### src/hdl/fxadc_pkg.sv
// Purpose: shared constants and types of the flexible line and converter select block
// Assumes: 100 MHz clock, APB register access with 32-bit data
// Notes: offsets are byte addresses of aligned words
package fxadc_pkg;
   localparam int CLK_NS = 10;
   // =====================================
   // register map
   localparam logic [7:0] ADDR_CFG = 8'h00;
   localparam logic [7:0] ADDR_TCLK = 8'h04;
   localparam logic [7:0] ADDR_ADC = 8'h08;
   localparam logic [7:0] ADDR_STAT = 8'h0C;
   localparam logic [7:0] ADDR_RES = 8'h10;
   localparam logic [7:0] ADDR_DIO = 8'h14;
   localparam logic [7:0] ADDR_DIN = 8'h18;
   localparam logic [7:0] ADDR_ID = 8'h1C;
   // =====================================
   // field positions
   localparam int CFG_GA_LSB = 8;
   localparam int CFG_EA_LSB = 16;
   localparam int CFG_WS_LSB = 24;
   localparam int WS_TC = 0;
   localparam int WS_GA = 2;
   localparam int WS_EA = 3;
   localparam int TC_CNT0 = 2;
   localparam int TC_CNT1 = 3;
   localparam int TC_BASE_LSB = 4;
   localparam int TCLK_DIV_LSB = 8;
   localparam int ADC_NEG_LSB = 5;
   localparam int ADC_FAST = 10;
   localparam int ADC_SETTLE = 11;
   localparam int ADC_GO = 12;
   // =====================================
   // reset values and codes
   localparam logic [3:0] WS_RST = 4'hF;
   localparam logic [7:0] TC_RST = 8'h40;
   localparam logic [7:0] GA_RST = 8'h00;
   localparam logic [7:0] EA_RST = 8'h00;
   localparam logic [7:0] TCLK_SEL_RST = 8'h82;
   localparam logic [7:0] TCLK_DIV_RST = 8'h00;
   localparam logic [1:0] MAX_TIMERS = 2'h2;
   localparam logic [4:0] CH_TEMP = 5'h1E;
   localparam logic [4:0] CH_VREG = 5'h1F;
   localparam logic [4:0] NEG_VREF = 5'h1E;
   localparam logic [4:0] NEG_SE = 5'h1F;
   localparam logic [7:0] EP_CMD = 8'h01;
   localparam logic [7:0] EP_STREAM = 8'h82;
   localparam logic [15:0] RESP_OK = 16'h0000;
   localparam logic [15:0] RESP_BADCH = 16'h0001;
   localparam logic [15:0] RESP_BUSY = 16'h0002;
   // =====================================
   // timing
   localparam int EXT_SETTLE_NS = 20000;
   localparam int SETTLE_CYC = (EXT_SETTLE_NS + CLK_NS - 1) / CLK_NS;
   localparam int BLINK_HALF_NS = 100000000;
   localparam int BLINK_HALF_CYC = BLINK_HALF_NS / CLK_NS;
   localparam int LED_TOGGLES = 8;
   // =====================================
   // types
   typedef enum logic [1:0] {FN_DIN, FN_DOUT, FN_ANALOG, FN_TC} fxadc_func_t;
   typedef enum logic [1:0] {ST_IDLE, ST_SETTLE, ST_CONV} fxadc_state_t;
   typedef struct packed {
      logic [4:0] pos;
      logic [4:0] neg;
      logic fast;
      logic settle;
   } fxadc_sel_t;
   typedef struct packed {
      logic valid;
      logic [7:0] ep;
      logic [15:0] data;
   } fxadc_msg_t;
endpackage

### src/hdl/fxadc_channel_select.sv
// Purpose: flexible line configuration and converter channel select with APB registers
// Assumes: converter and pad logic run on clk; line inputs are asynchronous
// Notes: response and sample messages are one-cycle pulses tagged with endpoint
// Notes on behaviour
// commands arrive on endpoint 0x01; their responses go back on 0x01
// endpoint 0x82 carries only streamed samples, never command responses
// host never sends on dummy endpoint 0x03; only 0x83 IN is used
// vendor and product identifiers are reported to the host
// green status light blinks after reset, then stays lit
// each of 16 lines is digital in, digital out or analog
// at most two timers and two counters at once
// channels 0-7 are general lines, 8-15 extended lines, fixed
// timers then counters sit on consecutive lines from the pin base
// high-voltage variant: first four lines stay analog, digital changes ignored
// defaults: select 15, no timers or counters, base 4, all digital
// timer clock select defaults to 130, divisor 0
// each conversion yields a 12-bit result
// fast conversion and extended settling options, both off after reset
// positive 0-15 external, 30 temperature, 31 regulator voltage
// negative 31 single-ended unipolar, else differential pseudobipolar
// negative 30 places the reference on the negative input
// host turns its special code 32 into 30 and adds reference
// host scales differential readings that involve high-voltage lines
// results are left-justified in 16-bit words
// unlisted channel codes are refused with an error response
//
// Chosen here: the address map and register access over APB.
`timescale 1ns/100ps
module fxadc_channel_select #(
   parameter bit HIGH_VOLT = 1'b0,
   parameter logic [15:0] VENDOR_ID = 16'h1234, // arbitrary value
   parameter logic [15:0] PRODUCT_ID = 16'h0042, // arbitrary value
   parameter int BLINK_HALF = fxadc_pkg::BLINK_HALF_CYC
) (
   input wire logic clk, // 100 MHz clock
   input wire logic reset, // synchronous, active high
   input wire logic psel, // apb select
   input wire logic penable, // apb enable
   input wire logic pwrite, // apb direction
   input wire logic [7:0] paddr, // apb byte address
   input wire logic [31:0] pwdata, // apb write data
   output logic [31:0] prdata, // apb read data
   output logic pready, // apb ready
   output logic pslverr, // apb error on unmapped address
   input wire logic [15:0] lineIn, // pad input levels
   output logic [15:0] lineOut, // pad output levels
   output logic [15:0] lineOe_n, // pad drive enable, low drives
   output fxadc_pkg::fxadc_func_t [15:0] lineFunc, // per-line function
   output logic [7:0] timerClkSel, // timer clock select
   output logic [7:0] timerClkDiv, // timer clock divide
   output fxadc_pkg::fxadc_sel_t adcSel, // converter mux and options
   output logic adcDiff, // differential conversion
   output logic adcStart, // conversion start pulse
   input wire logic adcDone, // conversion finished
   input wire logic [11:0] adcData, // conversion result
   output fxadc_pkg::fxadc_msg_t sample, // stream sample message
   output fxadc_pkg::fxadc_msg_t resp, // command response message
   output logic led // green status light
);

   localparam logic [7:0] HV_MASK = HIGH_VOLT ? 8'h0F : 8'h00;

   logic [31:0] prdata_r;
   logic pready_r;
   logic pslverr_r;
   logic [3:0] ws_r;
   logic [7:0] tc_r;
   logic [7:0] ga_r;
   logic [7:0] ea_r;
   logic [7:0] tclkSel_r;
   logic [7:0] tclkDiv_r;
   logic [15:0] dout_r;
   logic [15:0] dir_r;
   logic [15:0] inMeta_r;
   logic [15:0] inSync_r;
   fxadc_pkg::fxadc_func_t [15:0] lineFunc_r;
   logic [15:0] lineOut_r;
   logic [15:0] lineOe_n_r;
   fxadc_pkg::fxadc_state_t state_r;
   fxadc_pkg::fxadc_sel_t adcSel_r;
   logic adcDiff_r;
   logic adcStart_r;
   logic [15:0] settleCnt_r;
   logic [15:0] result_r;
   logic err_r;
   fxadc_pkg::fxadc_msg_t sample_r;
   fxadc_pkg::fxadc_msg_t resp_r;
   logic led_r;
   logic ledDone_r;
   logic [31:0] ledCnt_r;
   logic [3:0] ledTog_r;

   // =====================================
   // apb slave: no wait states, read data latched in setup
   logic apbSetup;
   logic apbWr;
   logic mapped;
   logic [31:0] rdMux;
   fxadc_pkg::fxadc_sel_t wrSel;
   logic go;

   assign apbSetup = psel && !penable;
   assign apbWr = psel && penable && pready_r && pwrite;
   assign go = apbWr && paddr == fxadc_pkg::ADDR_ADC && pwdata[fxadc_pkg::ADC_GO];
   // register layout differs from the struct order, so pick each field by position
   assign wrSel = {pwdata[4:0], pwdata[fxadc_pkg::ADC_NEG_LSB +: 5], pwdata[fxadc_pkg::ADC_FAST],
      pwdata[fxadc_pkg::ADC_SETTLE]};

   always_comb begin
      mapped = 1'b1;
      rdMux = 32'h0000_0000;
      case (paddr)
         fxadc_pkg::ADDR_CFG: rdMux = {4'h0, ws_r, ea_r, ga_r, tc_r};
         fxadc_pkg::ADDR_TCLK: rdMux = {16'h0000, tclkDiv_r, tclkSel_r};
         fxadc_pkg::ADDR_ADC: rdMux = {20'h0_0000, adcSel_r.settle, adcSel_r.fast, adcSel_r.neg, adcSel_r.pos};
         fxadc_pkg::ADDR_STAT: rdMux = {29'h0000_0000, adcDiff_r, err_r, state_r != fxadc_pkg::ST_IDLE};
         fxadc_pkg::ADDR_RES: rdMux = {16'h0000, result_r};
         fxadc_pkg::ADDR_DIO: rdMux = {dir_r, dout_r};
         fxadc_pkg::ADDR_DIN: rdMux = {16'h0000, inSync_r};
         fxadc_pkg::ADDR_ID: rdMux = {PRODUCT_ID, VENDOR_ID};
         default: mapped = 1'b0;
      endcase
   end

   always_ff @(posedge clk) begin
      if (reset) begin
         pready_r <= 1'b0;
         pslverr_r <= 1'b0;
         prdata_r <= 32'h0000_0000;
      end else begin
         pready_r <= apbSetup;
         pslverr_r <= apbSetup && !mapped;
         if (apbSetup && !pwrite) begin
            prdata_r <= rdMux;
         end
      end
   end

   // =====================================
   // line configuration, applied per write-select bit
   always_ff @(posedge clk) begin
      if (reset) begin
         ws_r <= fxadc_pkg::WS_RST;
         tc_r <= fxadc_pkg::TC_RST;
         ga_r <= fxadc_pkg::GA_RST | HV_MASK;
         ea_r <= fxadc_pkg::EA_RST;
      end else if (apbWr && paddr == fxadc_pkg::ADDR_CFG) begin
         ws_r <= pwdata[fxadc_pkg::CFG_WS_LSB +: 4];
         if (pwdata[fxadc_pkg::CFG_WS_LSB + fxadc_pkg::WS_TC]) begin
            tc_r[7:2] <= pwdata[7:2];
            // timer count saturates at two
            tc_r[1:0] <= (pwdata[1:0] > fxadc_pkg::MAX_TIMERS) ? fxadc_pkg::MAX_TIMERS : pwdata[1:0];
         end
         if (pwdata[fxadc_pkg::CFG_WS_LSB + fxadc_pkg::WS_GA]) begin
            ga_r <= pwdata[fxadc_pkg::CFG_GA_LSB +: 8] | HV_MASK;
         end
         if (pwdata[fxadc_pkg::CFG_WS_LSB + fxadc_pkg::WS_EA]) begin
            ea_r <= pwdata[fxadc_pkg::CFG_EA_LSB +: 8];
         end
      end
   end

   always_ff @(posedge clk) begin
      if (reset) begin
         tclkSel_r <= fxadc_pkg::TCLK_SEL_RST;
         tclkDiv_r <= fxadc_pkg::TCLK_DIV_RST;
      end else if (apbWr && paddr == fxadc_pkg::ADDR_TCLK) begin
         tclkSel_r <= pwdata[7:0];
         tclkDiv_r <= pwdata[fxadc_pkg::TCLK_DIV_LSB +: 8];
      end
   end

   always_ff @(posedge clk) begin
      if (reset) begin
         dout_r <= 16'h0000;
         dir_r <= 16'h0000;
      end else if (apbWr && paddr == fxadc_pkg::ADDR_DIO) begin
         dout_r <= pwdata[15:0];
         dir_r <= pwdata[31:16];
      end
   end

   always_ff @(posedge clk) begin
      if (reset) begin
         inMeta_r <= 16'h0000;
         inSync_r <= 16'h0000;
      end else begin
         inMeta_r <= lineIn;
         inSync_r <= inMeta_r;
      end
   end

   // =====================================
   // per-line function and pad drive
   logic [3:0] tcBase;
   logic [2:0] tcCount;
   logic [15:0] anaSel;

   assign tcBase = tc_r[fxadc_pkg::TC_BASE_LSB +: 4];
   assign tcCount = 3'(tc_r[1:0]) + 3'(tc_r[fxadc_pkg::TC_CNT0]) + 3'(tc_r[fxadc_pkg::TC_CNT1]);
   assign anaSel = {ea_r, ga_r};

   for (genvar i = 0; i < 16; i++) begin : g_line
      fxadc_pkg::fxadc_func_t fn;
      logic [4:0] rel;
      assign rel = 5'(i) - {1'b0, tcBase};
      always_comb begin
         if (HIGH_VOLT && i < 4) begin
            fn = fxadc_pkg::FN_ANALOG;
         end else if (5'(i) >= {1'b0, tcBase} && rel < {2'b00, tcCount}) begin
            fn = fxadc_pkg::FN_TC;
         end else if (anaSel[i]) begin
            fn = fxadc_pkg::FN_ANALOG;
         end else if (dir_r[i]) begin
            fn = fxadc_pkg::FN_DOUT;
         end else begin
            fn = fxadc_pkg::FN_DIN;
         end
      end
      always_ff @(posedge clk) begin
         if (reset) begin
            lineFunc_r[i] <= (HIGH_VOLT && i < 4) ? fxadc_pkg::FN_ANALOG : fxadc_pkg::FN_DIN;
            lineOut_r[i] <= 1'b0;
            lineOe_n_r[i] <= 1'b1;
         end else begin
            lineFunc_r[i] <= fn;
            lineOut_r[i] <= dout_r[i];
            lineOe_n_r[i] <= fn != fxadc_pkg::FN_DOUT;
         end
      end
   end

   // =====================================
   // converter sequencing
   function automatic logic codeOk(input logic [4:0] c);
      codeOk = c < 5'h10 || c == 5'h1E || c == 5'h1F;
   endfunction

   always_ff @(posedge clk) begin
      if (reset) begin
         state_r <= fxadc_pkg::ST_IDLE;
         adcSel_r <= '0;
         adcDiff_r <= 1'b0;
         adcStart_r <= 1'b0;
         settleCnt_r <= 16'h0000;
         result_r <= 16'h0000;
         err_r <= 1'b0;
         sample_r <= '0;
         resp_r <= '0;
      end else begin
         adcStart_r <= 1'b0;
         sample_r.valid <= 1'b0;
         resp_r.valid <= 1'b0;
         if (go) begin
            resp_r.valid <= 1'b1;
            resp_r.ep <= fxadc_pkg::EP_CMD;
         end
         case (state_r)
            fxadc_pkg::ST_IDLE: begin
               if (go && !(codeOk(wrSel.pos) && codeOk(wrSel.neg))) begin
                  err_r <= 1'b1;
                  resp_r.data <= fxadc_pkg::RESP_BADCH;
               end else if (go) begin
                  err_r <= 1'b0;
                  resp_r.data <= fxadc_pkg::RESP_OK;
                  // pos/neg codes drive the mux directly: 0-15 lines, 30/31 internal
                  adcSel_r <= wrSel;
                  adcDiff_r <= wrSel.neg != fxadc_pkg::NEG_SE;
                  if (wrSel.settle) begin
                     settleCnt_r <= 16'(fxadc_pkg::SETTLE_CYC - 1);
                     state_r <= fxadc_pkg::ST_SETTLE;
                  end else begin
                     adcStart_r <= 1'b1;
                     state_r <= fxadc_pkg::ST_CONV;
                  end
               end
            end
            fxadc_pkg::ST_SETTLE: begin
               if (go) begin
                  resp_r.data <= fxadc_pkg::RESP_BUSY;
               end
               if (settleCnt_r == 16'h0000) begin
                  adcStart_r <= 1'b1;
                  state_r <= fxadc_pkg::ST_CONV;
               end else begin
                  settleCnt_r <= settleCnt_r - 16'h0001;
               end
            end
            fxadc_pkg::ST_CONV: begin
               if (go) begin
                  resp_r.data <= fxadc_pkg::RESP_BUSY;
               end
               if (adcDone && !adcStart_r) begin
                  result_r <= {adcData, 4'h0};
                  sample_r.valid <= 1'b1;
                  sample_r.ep <= fxadc_pkg::EP_STREAM;
                  sample_r.data <= {adcData, 4'h0};
                  state_r <= fxadc_pkg::ST_IDLE;
               end
            end
            default: state_r <= fxadc_pkg::ST_IDLE;
         endcase
      end
   end

   // =====================================
   // status light: blink after reset, then steady on
   always_ff @(posedge clk) begin
      if (reset) begin
         led_r <= 1'b1;
         ledDone_r <= 1'b0;
         ledCnt_r <= 32'h0000_0000;
         ledTog_r <= 4'h0;
      end else if (ledDone_r) begin
         led_r <= 1'b1;
      end else if (ledCnt_r == 32'(BLINK_HALF - 1)) begin
         ledCnt_r <= 32'h0000_0000;
         led_r <= !led_r;
         ledTog_r <= ledTog_r + 4'h1;
         ledDone_r <= ledTog_r == 4'(fxadc_pkg::LED_TOGGLES - 1);
      end else begin
         ledCnt_r <= ledCnt_r + 32'h0000_0001;
      end
   end

   assign prdata = prdata_r;
   assign pready = pready_r;
   assign pslverr = pslverr_r;
   assign lineOut = lineOut_r;
   assign lineOe_n = lineOe_n_r;
   assign lineFunc = lineFunc_r;
   assign timerClkSel = tclkSel_r;
   assign timerClkDiv = tclkDiv_r;
   assign adcSel = adcSel_r;
   assign adcDiff = adcDiff_r;
   assign adcStart = adcStart_r;
   assign sample = sample_r;
   assign resp = resp_r;
   assign led = led_r;
endmodule

### config.mk
export PLATFORM = sky130hd
export DESIGN_NAME = fxadc_channel_select
export DESIGN_NICKNAME = d
export VERILOG_FILES = /design/src/hdl/fxadc_pkg.sv /design/src/hdl/fxadc_channel_select.sv
export SDC_FILE = /design/constraint.sdc
export NUM_CORES = 1
export LEC_CHECK = 0
export BUFFER_PORTS_ARGS = -buffer_cell sky130_fd_sc_hd__clkbuf_2
export CAP_MARGIN = 20
export CORE_MARGIN = 2
export CORE_UTILIZATION = 45
export CTS_BUF_LIST = sky130_fd_sc_hd__clkbuf_2
export CTS_CLUSTER_SIZE = 28
export DETAILED_ROUTE_END_ITERATION = 12
export MAX_ROUTING_LAYER = met4
export PLACE_DENSITY_LB_ADDON = 0.08
export SYNTH_ARGS = -nofsm -noshare
export SYNTH_HDL_FRONTEND = slang
export SYNTH_SLANG_ARGS = --single-unit
### constraint.sdc
create_clock -name clk -period 2.49 [get_ports clk]
set_input_delay 0 -clock clk [delete_from_list [all_inputs] [get_ports clk]]
set_output_delay 0 -clock clk [all_outputs]
set_load 0.005 [all_outputs]
### Word-level counts from Yosys, hierarchy flattened

Index checks and enable logic that the tools add are counted.

| operators by class | value |
|---|---|
| reductions and logical operators | 60 |
| order comparisons | 34 |
| multiplexer cells | 78 |
| equality and inequality tests | 40 |
| bitwise logic cells | 3 |
| $add $sub $neg | 21 |

Operators by type and width:

| kind | count |
|---|---|
| $pmux 32 s8 | 1 |
| $mux 16 | 7 |
| $lt 5x3->1 | 16 |
| $mux 2 | 38 |
| $pmux 16 s2 | 2 |
| $sub 4x4->5 const A | 8 |
| $ne 2x1->1 const B | 17 |
| $add 32x1->32 const B | 1 |
| $eq 32x24->1 const B | 1 |
| $eq 8x5->1 const B | 4 |
| $mux 32 | 1 |
| $logic_and 1x1->1 | 29 |
| $ge 4x4->1 const A | 7 |
| $mux 1 | 25 |
| $mux 25 | 1 |
| $eq 5x5->1 const B | 4 |
| $sub 3x4->5 const A | 4 |
| $eq 8x4->1 const B | 2 |
| $ge 3x4->1 const A | 4 |
| $logic_not 16->1 | 1 |
| $sub 16x1->16 const B | 1 |
| $ne 2x2->1 const B | 6 |
| $reduce_and 2->1 | 6 |
| $lt 5x5->1 const B | 2 |
| other kinds (28) | 48 |

| storage, ports and cells | value |
|---|---|
| register bits after elaboration | 309 |
| output and inout bits | 179 |
| logic and storage cells | 316 |
| input port bits | 74 |

### Logic depth before layout (Yosys ltp)

| depth | value |
|---|---|
| word-level depth | 8 |
| mapped depth | 9 |

### Worst setup path after synthesis

Ideal clock, no wire load.

| timing path | value |
|---|---|
| kind | reg-to-reg |
| from | register tc_r[0] |
| to | register lineOe_n_r[2] (netlist: lineOe_n[2]) |
| path slack | 0.129 ns |
| library setup time | 0.132 ns |
| data arrival time | 2.229 ns |
| data required time | 2.358 ns |
| cell stages (with the launch flop) | 9 |
| path through | dfxtp_1 fa_1 ha_1 inv_1 ha_1 a21o_1 a21oi_1 and4b_1 or3b_2 |

| between the ends | value |
|---|---|
| word-level cells in the longest chain between the ends | 6 |

Ends and longest elaborated chain:

| what | line | source |
|---|---|---|
| start: declaration | fxadc_channel_select.sv:67 | `logic [7:0] tc_r;` |
| start signal: assignment | fxadc_channel_select.sv:144 | `tc_r <= fxadc_pkg::TC_RST;` |
| start signal: assignment | fxadc_channel_select.sv:152 | `tc_r[1:0] <= (pwdata[1:0] > fxadc_pkg::MAX_TIMERS) ? fxadc_pkg::MAX_TIMERS : pwdata[1:0];` |
| $add 2x1->3 | fxadc_channel_select.sv:200 | `assign tcCount = 3'(tc_r[1:0]) + 3'(tc_r[fxadc_pkg::TC_CNT0]) + 3'(tc_r[fxadc_pkg::TC_CNT1]);` |
| $add 3x1->3 | fxadc_channel_select.sv:200 |  |
| $lt 5x3->1 | fxadc_channel_select.sv:210 | `end else if (5'(i) >= {1'b0, tcBase} && rel < {2'b00, tcCount}) begin` |
| $logic_and 1x1->1 | fxadc_channel_select.sv:210 |  |
| $mux 2 | fxadc_channel_select.sv:210 |  |
| $ne 2x1->1 | fxadc_channel_select.sv:228 | `lineOe_n_r[i] <= fn != fxadc_pkg::FN_DOUT;` |
| end signal: indexed assignment | fxadc_channel_select.sv:228 |  |
| end: declaration | fxadc_channel_select.sv:78 | `logic [15:0] lineOe_n_r;` |

Every way passes these cells.
A chain may end at the register's enable or synchronous reset.

### Final worst setup path

| timing path | value |
|---|---|
| from | register state_r[0] |
| to | register result_r[10] |

| between the ends | value |
|---|---|
| word-level cells in the longest chain between the ends | 2 |

Ends and longest elaborated chain:

| what | line | source |
|---|---|---|
| start: declaration | fxadc_channel_select.sv:79 | `fxadc_pkg::fxadc_state_t state_r;` |
| start signal: assignment | fxadc_channel_select.sv:241 | `state_r <= fxadc_pkg::ST_IDLE;` |
| start signal: assignment | fxadc_channel_select.sv:271 | `state_r <= fxadc_pkg::ST_SETTLE;` |
| start signal: assignment | fxadc_channel_select.sv:274 | `state_r <= fxadc_pkg::ST_CONV;` |
| $eq 2x2->1 | fxadc_channel_select.sv:258 | `case (state_r)` |
| $reduce_and 2->1 (no source line) | n/a |  |
| end signal: assignment | fxadc_channel_select.sv:294 | `result_r <= {adcData, 4'h0};` |
| end: declaration | fxadc_channel_select.sv:84 | `logic [15:0] result_r;` |

Every way passes these cells.

==> flow_summary_export.csv <==
group,metric,value,unit
finish,fin_nets,2008,
finish,syn2layout_area_growth,33.0,%
grt,grt_max_degree,70,
timing,worstMarginPinSlew,0.743,ns
grt,gr-total-overflow,0,
critical_path,crit_path_end_kind,"flop",
critical_path,cp.required,3.32,ns
logic_synthesis,post_synth.cell_area_avg,8.81,sq um
floorplanning,die_w,172,um
grt,grt_pass1_vias,12100,
floorplanning,die_h,172,um
timing,finalHoldViolCount,0,
finish,drive_gt1_frac,0.232,
drt,dr.pass1.iters,5,
floorplanning,rows,61,
pwr,p_int,6.63,mW
pwr,leakagePower,7.00,nW
logic_synthesis,synth_top_family_by_area,"simple AND/OR/NAND/NOR gates",
pwr,vdd_drop_max,0.000357,V
critical_path,crit_family,"buffers and inverters",
min_path,min_path_type,"primary input to flop",
place,place_congestion,0.884,
timing,period_share,1.01,
logic_synthesis,synth_area,12600,sq um
status,violations,"negative setup slack",
pwr,fin_total_pwr,9.36,mW
logic_synthesis,synth_compound_area_frac,0.154,
pwr,comb_power_share,0.123,
drt,ant_nets,0,
timing,min_period,2.51,ns
drt,via_per_inst,5.27,
place,place_ws,-0.170,ns
logic_synthesis,async_flop_share,0,
floorplanning,initial_core_util,0.457,
logic_synthesis,synth-adder-area-share,0.0352,
clock_tree,clockRootBuffer,"clkbuf_2",
critical_path,cp.arrival,3.34,ns
clock_tree,clkLatencyLatePin,0.89,ns
clock_tree,numCtsBuffers,79,
place,place_area,14300,sq um
drt,drt_iter0_drc,785,
clock_tree,clock_path_buffers,3,
clock_tree,cts_tree,"yes",
timing,maxSlewHeadroom,0.504,
timing,setup_viol,2,
logic_synthesis,yosysWarnings,0,
pwr,power_frac_seq,0.522,
timing,hold_slack,0.0429,ns
logic_synthesis,ys.flop_type,"dfxtp_1",
critical_path,worst-path-buf-inv,4,
drt,wirelength,42.8,mm
timing,clock_skew,0.0746,ns
grt,antenna_found_initial,1,
pwr,p_clk_frac,0.355,
timing,totalNegativeSetupSlack,-0.0269,ns
place,hpwl,28.5,mm
logic_synthesis,yosys.area_share.simple,0.220,
critical_path,timing.setup.critical_path_class,"flop to flop",
critical_path,slowest_delay,0.61,ns
grt,track_usage,0.295,
timing,slew_viol_final,0,
logic_synthesis,synth-seq-cells,295,
grt,grt_pass1_wl,65.4,mm
timing,rsz0062_at_grt,"true",
critical_path,startpoint_type,"flop",
clock_tree,cts_htree_levels,3,
floorplanning,coreArea,27700,sq um
logic_synthesis,ys_seq_area_frac,0.467,
critical_path,slowest_stage,"dlygate4sd3_1",
logic_synthesis,synth_xor_area_frac,0.0256,
logic_synthesis,synth_edf_count,0,
place,io_buffer_count,221,
floorplanning,dieArea,29500,sq um
drt,remaining_drc_errors,0,
pwr,power.density,556,nW/um^2
drt,avgRoutedWirePerCell,18.4,um
drt,num_vias,12300,
timing,fin_ws,-0.0172,ns
timing,fmax,0.399,GHz
logic_synthesis,postSynthCellCount,1436,
floorplanning,ios,253,
clock_tree,numClockSinks,295,
logic_synthesis,muxShareOfSynthArea,0.0391,
logic_synthesis,synth_cell_types,76,
status,status,"complete, but fails checks",
critical_path,path_cells,"inv_4, ha_4, nor3b_4, buf_4, nand2_1, dlygate4sd3_1, a21oi_1, dlygate4sd3_1",
flow_run,cap_violations,0,
pwr,netSwitchingPower,2.74,mW
pwr,swShare,0.292,
critical_path,path_common_cell,"dlygate4sd3_1",
finish,final_cell_area,16800,sq um
critical_path,cp_max_fo,6,
clock_tree,clk_pin_slew_worst_paths,0.12,ns
what timing repair did:
action	4_1_cts	5_1_grt
endpoints found under the setup margin	3	18
gates resized for setup	4	20
hold buffers	178	0
gates cloned	0	1
hold endpoints to repair	236	0
pin swaps	0	5
buffers inserted	0	4
layout by cell type (no fill, tap or decap), types with 11 or more instances in the layout:
master	instances
a21oi_1	128
a22o_1	15
a22oi_1	19
a2bb2oi_1	11
a31oi_1	11
buf_4	70
clkbuf_2	331
conb_1	31
dfxtp_1	293
dlygate4sd3_1	174
ha_1	31
inv_1	37
mux2i_1	46
nand2_1	192
nand3_1	37
nand4_1	39
nor2_1	116
nor2b_1	60
nor3_1	22
nor4_1	12
o21ai_0	42
xnor2_1	17
xor2_1	20
final cells by class:
type | instances | area, sq um
Multi-Input combinational cell | 1016 | 6180
Antenna cell | 2 | 5.00
Clock inverter | 19 | 126
Sequential cell | 295 | 5910
Fill cell | 2455 | 10900
Inverter | 39 | 149
Timing Repair Buffer | 468 | 3430
Tap cell | 378 | 473
Clock buffer | 111 | 556
kinds of logic (layout without fill, tap and decap cells):
logic type,count (synthesis),count (layout)
AND/OR/NAND/NOR,557,557
AO/OA/AOI/OAI,307,307
flip-flops,295,295
buffers and inverters,155,637
multiplexers,49,49
XOR/XNOR,37,37
adder cells (fa/ha/maj),35,35
other,1,33
stage by stage:
step / instances / utilization
finish: 2328 / 0.607
global route: 2328 / 0.607
CTS: 2325 / 0.605
detailed placement: 2017 / 0.516
global placement: 2017 / 0.516
floorplan: 1466 / -
power by group through the flow:
stage | clock network (mW) | logic (mW) | registers, mW
after floorplan | 0 | 0.585 | 4.96
after global placement | 0 | 0.857 | 4.98
after detailed placement | 0 | 0.866 | 4.98
after CTS | 3.39 | 1.09 | 4.87
after global routing | 3.67 | 1.25 | 4.90
final | 3.33 | 1.15 | 4.88
sequential cells by signal, summed over array words and instances (netlist names), 8 cells and up:
| signal | cells |
|---|---|
| dir_r | 16 |
| lineFunc | 32 |
| ledCnt_r | 32 |
| inMeta_r | 16 |
| settleCnt_r | 16 |
| ea_r | 8 |
| tc_r | 8 |
| adcSel | 12 |
| lineOe_n | 16 |
| ga_r | 8 |
| timerClkSel | 8 |
| lineOut | 16 |
| prdata | 32 |
| dout_r | 16 |
| timerClkDiv | 8 |
| inSync_r | 16 |
| result_r | 12 |
path summary, 6_finish.rpt:
path | startpoint | endpoint | slack, ns | cells after the start
hold / removal | pwdata[4] | timerClkSel[4]$_SDFFE_PP0P_ | 0.04 | 4
hold reg to reg | inMeta_r[3]$_SDFF_PP0_ | inSync_r[3]$_SDFF_PP0_ | 0.42 | 1
setup reg to reg | state_r[0]$_SDFFE_PP0P_ | result_r[10]$_SDFFE_PP0P_ | -0.02 | 8
setup / recovery | state_r[0]$_SDFFE_PP0P_ | result_r[10]$_SDFFE_PP0P_ | -0.02 | 8
worst min-delay path: cells and delay by family:
kind | cells | cell delay (ns)
buffers and inverters | 2 | 0.74
AND/OR/NAND/NOR | 1 | 0.09
AO/OA/AOI/OAI | 1 | 0.06
Yosys cell counts, drive strengths merged, types with 4 or more instances:
master,number,area [sq um]
dfxtp,295,5910
nand2,192,721
a21oi,130,651
nor2,116,435
nor2b,60,375
clkbuf,59,221
buf,57,378
mux2i,46,460
o21ai,43,215
nand4,39,244
inv,38,143
nand3,37,185
ha,34,425
nor3,23,126
xor2,20,175
a22oi,19,143
xnor2,17,149
a22o,15,131
nor4,15,121
a31oi,12,81.3
a2bb2oi,11,96.3
a211oi,9,67.6
and2,9,56.3
a311oi,8,70.1
and3,8,50.1
o21a,8,60.1
or3,8,50.1
and4,7,63.8
nand2b,7,43.8
o211ai,7,52.6
nor3b,6,50.1
nor4b,6,52.6
or4,6,45.0
a21o,4,30.0
a221oi,4,35.0
nand4b,4,35.0
o31ai,4,30.0
metal layers:
layer	up-vias	global-route usage	share of wire
li1	5948	-	-
met1	5792	0.356	0.43
met2	431	0.471	0.47
met3	89	0.0658	0.069
met4	0	0.132	0.034
met5	-	-	0
Note: power is estimated with default switching activity, not from simulation.
